## src/logic/dwt_regs.vh

```
// Register offsets, field positions and reset values of the debug/tile bank
`ifndef DWT_REGS_VH
`define DWT_REGS_VH
`define DWT_IDX_W 8
`define DWT_OFS_PROTECT 8'h04
`define DWT_OFS_CAUSE 8'h05
`define DWT_OFS_CLKDIV 8'h06
`define DWT_OFS_SECURITY 8'h07
`define DWT_OFS_LINK 8'h10
`define DWT_OFS_SCRATCH 8'h20
`define DWT_OFS_CORE0_PC 8'h40
`define DWT_OFS_WLO 8'h50
`define DWT_OFS_WHI 8'h60
`define DWT_OFS_WCTL 8'h70
`define DWT_OFS_RMASK 8'h80
`define DWT_BIT_PROTECT 0
`define DWT_BIT_DBG_REQ 0
`define DWT_BIT_DBG_MODE 1
`define DWT_CLKDIV_W 8
`define DWT_WCTL_EN 0
`define DWT_WCTL_INV 1
`define DWT_WCTL_LOAD 2
`define DWT_WCTL_CORE_LO 16
`define DWT_WCTL_CORE_HI 23
`define DWT_LINK_MASK 32'h03FF_0037
`define DWT_RESET_WORD 32'h0000_0000
`endif

```

## src/logic/dwt_watch_match.v

```verilog
// Range and access-type matcher for one data watchpoint
`timescale 1ns/100ps
`include "dwt_regs.vh"
module dwt_watch_match #(
  parameter CORES = 8
) (
  input wire i_clock,
  input wire i_resetn,
  input wire [31:0] i_lower,
  input wire [31:0] i_upper,
  input wire [31:0] i_control,
  input wire i_access_valid,
  input wire i_access_store,
  input wire [31:0] i_access_addr,
  input wire [2:0] i_access_core,
  output reg o_hit
);
  wire in_range;
  wire out_range;
  wire type_ok;
  wire core_ok;
  wire [CORES-1:0] core_mask;
  reg nxt_hit;
  assign core_mask = i_control[`DWT_WCTL_CORE_LO +: CORES];
  // inclusive range
  assign in_range = (i_access_addr >= i_lower) && (i_access_addr <= i_upper);
  // outside open interval
  assign out_range = (i_access_addr > i_upper) ||
                     (i_access_addr < i_lower);
  // stores always, loads if enabled
  assign type_ok = i_access_store || i_control[`DWT_WCTL_LOAD];
  // per-core enable
  assign core_ok = core_mask[i_access_core];
  always @* begin
    nxt_hit = 1'b0;
    // watchpoint enable gate
    if (i_access_valid && i_control[`DWT_WCTL_EN] && type_ok && core_ok) begin
      nxt_hit = i_control[`DWT_WCTL_INV] ? out_range : in_range;
    end
  end
  always @(posedge i_clock or negedge i_resetn) begin
    if (!i_resetn) begin
      o_hit <= 1'b0;
    end else begin
      o_hit <= nxt_hit;
    end
  end
endmodule

```

## src/logic/dwt_cfg_bank.v

```verilog
// Debug watchpoint and tile configuration register bank
// Notes on behaviour
// Four 32-bit lower-bound watchpoint address registers.
// Four 32-bit upper-bound watchpoint address registers.
// Control bits 23:16 enable each watchpoint per logical core; reset zero.
// Stores always checked; loads only when load-enable bit set.
// Invert clear: fire when address within both bounds inclusive.
// Invert set: fire when address outside open interval (upper, lower).
// Control bit zero enables the watchpoint; reset zero.
// Four resource watchpoint mask registers qualify resource matching.
// Protect bit makes switch-writable registers read-only from the switch; the clock divider write is not gated by it.
// Writing one to cause bit zero requests a debug interrupt.
// Cause bit one reads debug-mode state, read-only.
// Eight-bit divider field holds tile clock ratio minus one.
// Divider applies only when tile control enables it.
// Read-only security word copied from one-time memory.
// Link status bits 25:24 give source target type.
// Link status bits 23:16 give channel endpoint or idle indication.
// Link status bits 5:4 give network identifier.
// Link status bit 2 flags a junk packet being discarded.
// Link status bit 1: switch routing into link from another link.
// Link status bit 0: link routing into switch to another link.
// Eight scratch words shared with the processor status bank.
// Read-only program counter of logical core zero.
// Debug-writable registers accept writes only in debug mode.
// Reserved bits read zero; writes to them ignored.
`timescale 1ns/100ps
`include "dwt_regs.vh"
module dwt_cfg_bank #(
  parameter WATCH = 4,
  parameter LINKS = 4,
  parameter SCRATCH = 8,
  parameter CORES = 8
) (
  input wire i_clock,
  input wire i_resetn,
  // Configuration access from the processor switch
  input wire i_sw_req,
  input wire i_sw_write,
  input wire [`DWT_IDX_W-1:0] i_sw_addr,
  input wire [31:0] i_sw_wdata,
  output reg [31:0] o_sw_rdata,
  output reg o_sw_ack,
  // Processor status side access to the shared scratch words
  input wire i_ps_req,
  input wire i_ps_write,
  input wire [2:0] i_ps_index,
  input wire [31:0] i_ps_wdata,
  output reg [31:0] o_ps_rdata,
  // Core state
  input wire i_debug_mode,
  input wire i_divider_enable,
  input wire [31:0] i_security_word,
  input wire [31:0] i_core0_pc,
  input wire [LINKS*32-1:0] i_link_status,
  // Data access to watch
  input wire i_access_valid,
  input wire i_access_store,
  input wire [31:0] i_access_addr,
  input wire [2:0] i_access_core,
  output reg [WATCH-1:0] o_watch_hit,
  output reg [WATCH*32-1:0] o_resource_mask,
  output reg o_debug_irq_req,
  output reg [`DWT_CLKDIV_W-1:0] o_clock_divide,
  output reg o_switch_protect
);
  reg [31:0] wlo_ff [0:WATCH-1];
  reg [31:0] whi_ff [0:WATCH-1];
  reg [31:0] wctl_ff [0:WATCH-1];
  reg [31:0] rmask_ff [0:WATCH-1];
  reg [31:0] scratch_ff [0:SCRATCH-1];
  reg protect_ff;
  reg dbg_req_ff;
  reg [`DWT_CLKDIV_W-1:0] div_ff;
  reg dbg_mode_ff;
  reg dbg_mode_s1_ff;
  reg div_en_ff;
  reg div_en_s1_ff;
  reg [31:0] nxt_rdata;
  wire [WATCH-1:0] hit;
  wire wr;
  wire sw_wr_ok;
  wire dbg_wr_ok;
  wire [7:0] wctl_base;
  integer k;
  integer j;
  integer m;

  assign wr = i_sw_req && i_sw_write;
  // switch-writable locked by protect
  assign sw_wr_ok = wr && !protect_ff;
  // debug-writable only in debug mode
  assign dbg_wr_ok = wr && dbg_mode_ff;
  assign wctl_base = `DWT_OFS_WCTL;

  // Core state levels come from another clock region
  always @(posedge i_clock or negedge i_resetn) begin
    if (!i_resetn) begin
      dbg_mode_s1_ff <= 1'b0;
      dbg_mode_ff <= 1'b0;
      div_en_s1_ff <= 1'b0;
      div_en_ff <= 1'b0;
    end else begin
      dbg_mode_s1_ff <= i_debug_mode;
      dbg_mode_ff <= dbg_mode_s1_ff;
      div_en_s1_ff <= i_divider_enable;
      div_en_ff <= div_en_s1_ff;
    end
  end

  genvar g;
  generate
    for (g = 0; g < WATCH; g = g + 1) begin : g_watch
      always @(posedge i_clock or negedge i_resetn) begin
        if (!i_resetn) begin
          wlo_ff[g] <= `DWT_RESET_WORD;
          whi_ff[g] <= `DWT_RESET_WORD;
          wctl_ff[g] <= `DWT_RESET_WORD;
          rmask_ff[g] <= `DWT_RESET_WORD;
        end else if (dbg_wr_ok) begin
          // lower bound store
          if (i_sw_addr == `DWT_OFS_WLO + g) begin
            wlo_ff[g] <= i_sw_wdata;
          end
          // upper bound store
          if (i_sw_addr == `DWT_OFS_WHI + g) begin
            whi_ff[g] <= i_sw_wdata;
          end
          // only defined control bits kept
          if (i_sw_addr == wctl_base + g) begin
            wctl_ff[g] <= {8'h00,
              i_sw_wdata[`DWT_WCTL_CORE_HI:`DWT_WCTL_CORE_LO], 13'h0000,
              i_sw_wdata[`DWT_WCTL_LOAD:`DWT_WCTL_EN]};
          end
          // resource mask store
          if (i_sw_addr == `DWT_OFS_RMASK + g) begin
            rmask_ff[g] <= i_sw_wdata;
          end
        end
      end
      dwt_watch_match #(
        .CORES(CORES)
      ) u_match (
        .i_clock(i_clock),
        .i_resetn(i_resetn),
        .i_lower(wlo_ff[g]),
        .i_upper(whi_ff[g]),
        .i_control(wctl_ff[g]),
        .i_access_valid(i_access_valid),
        .i_access_store(i_access_store),
        .i_access_addr(i_access_addr),
        .i_access_core(i_access_core),
        .o_hit(hit[g])
      );
    end
  endgenerate

  // one storage, two access paths
  always @(posedge i_clock or negedge i_resetn) begin
    if (!i_resetn) begin
      for (k = 0; k < SCRATCH; k = k + 1) begin
        scratch_ff[k] <= `DWT_RESET_WORD;
      end
    end else begin
      for (k = 0; k < SCRATCH; k = k + 1) begin
        // Switch write wins if both sides hit the same word
        if (sw_wr_ok && i_sw_addr == `DWT_OFS_SCRATCH + k) begin
          scratch_ff[k] <= i_sw_wdata;
        end else if (i_ps_req && i_ps_write && i_ps_index == k) begin
          scratch_ff[k] <= i_ps_wdata;
        end
      end
    end
  end

  always @(posedge i_clock or negedge i_resetn) begin
    if (!i_resetn) begin
      protect_ff <= 1'b0;
      dbg_req_ff <= 1'b0;
      div_ff <= {`DWT_CLKDIV_W{1'b0}};
    end else begin
      // protect bit locks itself too
      if (sw_wr_ok && i_sw_addr == `DWT_OFS_PROTECT) begin
        protect_ff <= i_sw_wdata[`DWT_BIT_PROTECT];
      end
      // debug interrupt request
      if (sw_wr_ok && i_sw_addr == `DWT_OFS_CAUSE) begin
        dbg_req_ff <= i_sw_wdata[`DWT_BIT_DBG_REQ];
      end
      // divide ratio minus one
      if (wr && i_sw_addr == `DWT_OFS_CLKDIV) begin
        div_ff <= i_sw_wdata[`DWT_CLKDIV_W-1:0];
      end
    end
  end

  always @* begin
    nxt_rdata = 32'h0000_0000;
    for (j = 0; j < WATCH; j = j + 1) begin
      if (i_sw_addr == `DWT_OFS_WLO + j) begin
        nxt_rdata = wlo_ff[j];
      end
      if (i_sw_addr == `DWT_OFS_WHI + j) begin
        nxt_rdata = whi_ff[j];
      end
      if (i_sw_addr == wctl_base + j) begin
        nxt_rdata = wctl_ff[j];
      end
      if (i_sw_addr == `DWT_OFS_RMASK + j) begin
        nxt_rdata = rmask_ff[j];
      end
    end
    for (j = 0; j < LINKS; j = j + 1) begin
      // link status fields, rest zero
      if (i_sw_addr == `DWT_OFS_LINK + j) begin
        nxt_rdata = i_link_status[j*32 +: 32] & `DWT_LINK_MASK;
      end
    end
    for (j = 0; j < SCRATCH; j = j + 1) begin
      if (i_sw_addr == `DWT_OFS_SCRATCH + j) begin
        nxt_rdata = scratch_ff[j];
      end
    end
    case (i_sw_addr)
      `DWT_OFS_PROTECT: nxt_rdata = {31'h0000_0000, protect_ff};
      // debug mode readback
      `DWT_OFS_CAUSE: nxt_rdata = {30'h0000_0000, dbg_mode_ff, dbg_req_ff};
      `DWT_OFS_CLKDIV: nxt_rdata = {24'h00_0000, div_ff};
      // security copy
      `DWT_OFS_SECURITY: nxt_rdata = i_security_word;
      // core zero program counter
      `DWT_OFS_CORE0_PC: nxt_rdata = i_core0_pc;
      default: nxt_rdata = nxt_rdata;
    endcase
  end

  always @(posedge i_clock or negedge i_resetn) begin
    if (!i_resetn) begin
      o_sw_rdata <= 32'h0000_0000;
      o_sw_ack <= 1'b0;
      o_ps_rdata <= 32'h0000_0000;
      o_watch_hit <= {WATCH{1'b0}};
      o_debug_irq_req <= 1'b0;
      o_clock_divide <= {`DWT_CLKDIV_W{1'b0}};
      o_switch_protect <= 1'b0;
      o_resource_mask <= {WATCH*32{1'b0}};
    end else begin
      o_sw_ack <= i_sw_req;
      if (i_sw_req && !i_sw_write) begin
        o_sw_rdata <= nxt_rdata;
      end
      if (i_ps_req && !i_ps_write) begin
        o_ps_rdata <= scratch_ff[i_ps_index];
      end
      o_watch_hit <= hit;
      o_debug_irq_req <= dbg_req_ff;
      // ratio one unless divider enabled
      o_clock_divide <= div_en_ff ? div_ff : {`DWT_CLKDIV_W{1'b0}};
      o_switch_protect <= protect_ff;
      // Registered so the mask output is glitch free
      for (m = 0; m < WATCH; m = m + 1) begin
        o_resource_mask[m*32 +: 32] <= rmask_ff[m];
      end
    end
  end
endmodule

```

## config.mk

```make
export PLATFORM = sky130hd
export DESIGN_NAME = dwt_cfg_bank
export DESIGN_NICKNAME = d
export VERILOG_FILES = /design/src/logic/dwt_watch_match.v /design/src/logic/dwt_cfg_bank.v
export VERILOG_INCLUDE_DIRS = /design/src /design/src/logic
export SDC_FILE = /design/constraint.sdc
export NUM_CORES = 2
export LEC_CHECK = 0
export BUFFER_PORTS_ARGS = -buffer_cell sky130_fd_sc_hd__buf_2
export CAP_MARGIN = 20
export CORE_UTILIZATION = 46
export CTS_CLUSTER_SIZE = 8
export DETAILED_ROUTE_END_ITERATION = 12
export PLACE_DENSITY = 0.64
export SYNTH_ARGS = -nofsm -noshare
export SYNTH_HDL_FRONTEND = slang
export SYNTH_HIERARCHICAL = 1
export SYNTH_SLANG_ARGS = --single-unit
```

## constraint.sdc

```tcl
create_clock -name i_clock -period 5.9 [get_ports i_clock]
set_clock_uncertainty 0.15 [all_clocks]
set_input_delay 0.59 -clock i_clock [delete_from_list [all_inputs] [get_ports i_clock]]
set_output_delay 0.59 -clock i_clock [all_outputs]
set_load 0.02 [all_outputs]
```

# Word level (Yosys, flattened, before mapping)
# Cells that the tools add are included.
classes:
  magnitude_cmp: 18
  n_eq_ne: 40
  n_mux: 65
  n_bitwise: 1
  reduce_logical: 77
op_table:
  columns: ["op", "count"]
  rows:
  - ["32-bit two-way mux", 46]
  - ["32-bit one-hot mux with 5 select lines", 1]
  - ["32-bit greater-or-equal comparator", 4]
  - ["32-bit > comparator", 4]
  - ["32-bit <= comparator", 4]
  - ["32-bit < comparator", 4]
  - ["8-bit by 7-bit == test with 1-bit output, second input constant", 13]
  - ["32-bit binary-select mux with 3-bit select", 1]
  - ["8-bit by 6-bit == test with 1-bit output, second input constant", 8]
  - ["1-bit logical AND", 41]
  - ["8-bit by 3-bit == test with 1-bit output, second input constant", 4]
  - ["8-bit by 5-bit == test with 1-bit output, second input constant", 4]
  - ["8-bit == test, second input constant", 4]
  - ["2-bit AND reduction", 16]
  - ["2-bit nonzero test", 8]
  - ["1-bit binary-select mux with 3-bit select", 4]
  - ["3-bit == test, second input constant", 4]
  - ["1-bit two-way mux", 12]
  - ["1-bit logical OR", 8]
  - ["8-bit two-way mux", 1]
  - ["3-bit by 2-bit == test with 1-bit output, second input constant", 2]
  - ["4-bit greater-or-equal comparator, second input constant", 1]
  - ["3-bit by 4-bit < comparator with 1-bit output, second input constant", 1]
  - ["3-bit inverter with 4-bit output", 1]
  - ["3 further kinds", 5]
word_totals:
  ff_bits: 909
  wordCells: 244

# Longest topological paths before layout
depth:
  word_depth: 30
  depth_mapped: 12
  ltp_nobuf: 9

# Hierarchy
# The synthesis kept the hierarchy.
modules_own_cells:
  columns: ["module", "n_inst", "cells_each", "area_per_inst_um2"]
  rows:
  - ["dwt_cfg_bank", 1, 3814, 43698.2]
  - ["dwt_watch_match", 4, 235, 1721.7]

# Least setup slack after synthesis
# OpenSTA, ideal clock, no wires.
synth_timing:
  path_type: "input -> register"
  start: "input i_sw_addr[1]"
  end: "register wctl_ff[112] (netlist bit)"
  setup_ps: 125
  arrival_ps: 2432
  required_ps: 5625
  slack_ps: 3193
  cell_stages: 7
  n_path_buf: 4
  cell_sequence: "buf_2 or4_1 buf_2 clkbuf_1 nor3_1 buf_2 mux2_2"
synth_between:
  elab_chain_cells: 2
synth_rtl:
  columns: ["element", "line", "text"]
  rows:
  - ["start: declaration", "dwt_cfg_bank.v:40", "input wire [`DWT_IDX_W-1:0] i_sw_addr,"]
  - ["8-bit by 7-bit == test with 1-bit output", "dwt_cfg_bank.v:130", "if (i_sw_addr == wctl_base + g) begin"]
  - ["2-bit AND reduction (no line)", null, null]
  - ["end signal: indexed assignment", "dwt_cfg_bank.v:118", "wctl_ff[g] <= `DWT_RESET_WORD;"]
  - ["end signal: indexed assignment", "dwt_cfg_bank.v:131", "wctl_ff[g] <= {8'h00,"]
  - ["end: declaration", "dwt_cfg_bank.v:69", "reg [31:0] wctl_ff [0:WATCH-1];"]
# Every way passes these cells.
# A chain may end at the register's enable or synchronous reset.

# Worst setup path after layout
layout_timing:
  start: "input i_sw_addr[0]"
  end: "register o_sw_rdata[15]"
layout_between:
  elab_chain_cells: 30
  elab_cells_between_ends: 62
  cone_classes: "eq/ne (33); mux (29)"
layout_rtl:
  columns: ["element", "line", "text"]
  rows:
  - ["8-bit by 7-bit == test with 1-bit output", "dwt_cfg_bank.v:200", "if (i_sw_addr == `DWT_OFS_WLO + j) begin"]
  - ["32-bit two-way mux", "dwt_cfg_bank.v:200", null]
  - ["32-bit two-way mux", "dwt_cfg_bank.v:203", "if (i_sw_addr == `DWT_OFS_WHI + j) begin"]
  - ["32-bit two-way mux", "dwt_cfg_bank.v:206", "if (i_sw_addr == wctl_base + j) begin"]
  - ["32-bit two-way mux", "dwt_cfg_bank.v:209", "if (i_sw_addr == `DWT_OFS_RMASK + j) begin"]
  - ["32-bit two-way mux", "dwt_cfg_bank.v:200", null]
  - ["32-bit two-way mux", "dwt_cfg_bank.v:203", null]
  - ["32-bit two-way mux", "dwt_cfg_bank.v:206", null]
  - ["[... 4 more ...]", null, null]
  - ["32-bit two-way mux", "dwt_cfg_bank.v:209", null]
  - ["32-bit two-way mux", "dwt_cfg_bank.v:200", null]
  - ["32-bit two-way mux", "dwt_cfg_bank.v:203", null]
  - ["32-bit two-way mux", "dwt_cfg_bank.v:206", null]
  - ["32-bit two-way mux", "dwt_cfg_bank.v:209", null]
  - ["32-bit two-way mux (4 in series)", "dwt_cfg_bank.v:215", "if (i_sw_addr == `DWT_OFS_LINK + j) begin"]
  - ["32-bit two-way mux (8 in series)", "dwt_cfg_bank.v:220", "if (i_sw_addr == `DWT_OFS_SCRATCH + j) begin"]
  - ["32-bit one-hot mux with 5 select lines (*)", "dwt_cfg_bank.v:224", "case (i_sw_addr)"]
  - ["end signal: assignment", "dwt_cfg_bank.v:250", "o_sw_rdata <= nxt_rdata;"]
  - ["end: declaration", "dwt_cfg_bank.v:42", "output reg [31:0] o_sw_rdata,"]
# Every way passes the cells marked *; elsewhere a longest branch is shown, timed or not.

==> PnR_summary.wiki <==
{| class="wikitable"
! Metric !! Value
|-
| Via count of the first global-routing pass || 41515
|-
| Min-Delay Path Class || input pin to flip-flop
|-
| Kind of cell adding the most delay to the critical path || compound AO/OA/AOI/OAI gates
|-
| Maximum net fanout on the critical path || 42
|-
| Count of buffering cells on the critical path with inverters included || 1
|-
| Number of core rows || 121
|-
| First-iteration detailed-routing DRC count || 6007
|-
| Cell Chain, Critical Path || buf_4 -> or4_1 -> nor2_2 -> a221o_1 -> a2111oi_0 -> nor3_1 -> o221ai_1 -> a21oi_1
|-
| DRC violations left || 0
|-
| Area of all sequential standard cells || 0.0227 mm2
|-
| Number of vias in the routed layout || 43394
|-
| Relative slew slack || 19.3%
|-
| Syn nets || 5321
|-
| Path depth of the worst reg2reg path || 8
|-
| Critical Path RT || 6350 ps
|-
| Post-place setup slack || 1450 ps
|-
| Global-route total usage across every layer || 36.7%
|-
| Filler cell count in the final layout || 9779
|-
| CP Data Arrival Time || 4300 ps
|-
| Net switching power figure || 0.00480 W
|-
| Maximum cell stage delay along the critical path || 1000 ps
|-
| Ratio of routed vias to standard cells || 6.63
|-
| Area of combinational cells with multiple inputs || 0.0254 mm2
|-
| Iteration count of the initial detailed-routing pass || 8
|-
| Fin cells || 6550
|-
| Number of cells on the worst hold path || 3
|-
| Internal power contribution || 0.0119 W
|-
| Root buffer cell || clkbuf_16
|-
| R2R Setup Slk || 2660 ps
|-
| Transition at the pin with the smallest max-transition slack || 1210 ps
|-
| Portion of total power attributed to sequential cells || 43.9%
|-
| Fraction of layout cells with a size suffix above 1 || 26.3%
|-
| Share of the cycle needed by the critical path after routing || 65.2%
|-
| Sum of negative setup slack || 0 ps
|-
| Area growth syn-to-layout || 14.9%
|-
| Synth Area per Inst || 10.6 um2
|-
| Initial cell density of the core || 46.4%
|-
| Kind of end point of the critical path || flip-flop
|-
| Worst flop-to-flop path startpoint || whi_ff[81]$_DFFE_PN0P_
|-
| Clock latency on the worst-skew pair || 760 ps
|-
| Average wire length per cell after detail routing || 31.6 um
|-
| Routability cong. || 0.978
|-
| Area of the die || 0.111 mm2
|-
| Post-Synthesis Cell Area || 0.0506 mm2
|-
| Outcome || completed
|-
| Post-Synthesis Cells || 4753
|-
| Power per cell area || 287 mW/mm2
|-
| Wire length after detailed routing || 207 mm
|-
| Total non-filler cell area in the finished layout || 0.0581 mm2
|-
| Half-perimeter wire length after detailed placement || 146 mm
|-
| Worst supply voltage drop on vdd || 0.255 mV
|-
| Count of final max-slew check failures || 0
|-
| Achievable frequency || 0.260 GHz
|-
| Crit Reg-Reg Endpoint || g_watch[1].u_match/o_hit$_DFF_PN0_
|-
| Core Box Area || 0.109 mm2
|-
| Slowest stage cell, crit path || or4_1
|-
| Number of max-capacitance violations reported || 0
|-
| Depth of the CTS H-tree || 4
|-
| Largest net degree at the start of global routing || 127
|-
| Share of total power in combinational logic || 14.5%
|-
| Worst-case hold path end point || o_sw_rdata[12]$_DFFE_PN0P_
|-
| Global-route wire length before repair || 296 mm
|-
| IO Port Bufs || 450
|-
| Post-CTS clock slew at the launch and capture registers of the worst setup and hold paths || 50 ps
|-
| Launching instance or port of the critical path || i_sw_addr[0]
|-
| Number of antenna violations at the first check in global routing || 26
|-
| Number of failing setup endpoints in the final timing report || 0
|-
| Post-layout min period || 3840 ps
|-
| Leakage power figure || 26.5 nW
|-
| Clock sink count || 909
|-
| Number of placed instances, taps included || 6369
|-
| X dimension of the die || 334 um
|-
| Worst Min Path Start || i_security_word[12]
|-
| Area after DPL || 0.0543 mm2
|-
| Clk pwr share || 41.7%
|-
| Clock tree from TritonCTS || done
|-
| Crit start category || input pin
|-
| Share of total power consumed by net switching || 28.8%
|-
| Antenna Nets Post-Route || 0
|-
| Number of nets in the final layout || 5671
|-
| Unrepaired setup endpoints after global routing || no
|-
| Top Ports || 519
|-
| Height of the die || 334 um
|-
| Fin. Hold Viols || 0
|-
| Number of buffers added by the clock tree synthesis step || 132
|-
| Grt total ovfl || 0
|-
| Final worst slack || 2060 ps
|-
| Setup fix buffers added after clock tree synthesis || 0
|-
| Max Buffers Root-to-Sink || 3
|-
| Synthesis Warnings || 6
|-
| Critical path class || input pin to flip-flop
|}
-- power by group through the flow --
stage                     combinational, W  sequential [W]  clock (W)
final                              0.00241         0.00731    0.00695
after CTS                          0.00237         0.00728    0.00701
after global routing               0.00259         0.00735    0.00726
after floorplan                    0.00138         0.00733          0
after global placement             0.00230         0.00735          0
after detailed placement           0.00236         0.00737          0
-- layer usage --
layer | vias to the layer above | routed length, um | track usage, %
met2 | 2970 | 88000 | 52.6
met4 | 14 | 12300 | 20.7
met3 | 581 | 25000 | 10.6
li1 | 18127 | - | -
met5 | - | 104 | 0
met1 | 21702 | 81400 | 49.6
-- how the worst max path moves through the flow --
stage	to	slack, ps	depth (start not counted)
finish	o_sw_rdata[15]$_DFFE_PN0P_	2060	8
global route	o_sw_rdata[15]$_DFFE_PN0P_	2090	8
CTS	o_sw_rdata[10]$_DFFE_PN0P_	2290	10
detailed placement	o_sw_rdata[10]$_DFFE_PN0P_	1450	10
global placement	o_sw_rdata[10]$_DFFE_PN0P_	1460	10
floorplan	wctl_ff[112]$_DFFE_PN0P_	3190	7
-- stage by stage --
stage / utilization (%) / power [W] / hold slack, ps
floorplan: - / 0.00871 / 144
global placement: 49.8 / 0.00965 / 184
detailed placement: 49.8 / 0.00973 / 187
CTS: 53.2 / 0.0167 / 4.18
global route: 53.3 / 0.0172 / 42.2
finish: 53.3 / 0.0167 / 25.3
-- placed cells by master, fill, tap and decap left out, drive strengths merged, types with 25 or more instances in the layout --
cell / instances
nand3: 69
nand4: 53
a21oi: 429
a222oi: 33
o221ai: 37
a221o: 33
o22ai: 79
clkbuf: 140
dfrtp: 909
ha: 256
mux2i: 309
a221oi: 49
a22oi: 75
a211oi: 25
mux2: 458
o211ai: 35
inv: 269
nand2: 229
nor2: 401
o21ai: 195
buf: 585
nor3: 60
mux4: 75
-- final cells by class --
type	count	share of cell area, %
clock inverter	14	0.407
inverter	263	1.70
sequential	909	39.2
multi-input combinational	3199	43.7
antenna	14	0.0603
clock buffer	139	5.80
timing repair buffer	598	6.10
tap	1414	3.05
-- worst min-delay path: cells and delay by family --
kind,cells,cell delay [ps]
AOI/OAI and AO/OA,2,220
buffers and inverters,1,70
-- sequential cells by signal, indices dropped and copies added (netlist names), 8 cells and up --
name,cells
scratch_ff,256
o_resource_mask,128
rmask_ff,128
whi_ff,128
wlo_ff,128
wctl_ff,44
o_ps_rdata,32
o_sw_rdata,32
div_ff,8
o_clock_divide,8
-- timing repair --
action | in CTS | in global routing
endpoints found under the hold margin | 85 | 0
gates resized for setup | 0 | 0
hold buffers | 12 | 0
No activity file was read; power rests on OpenSTA's default activity.
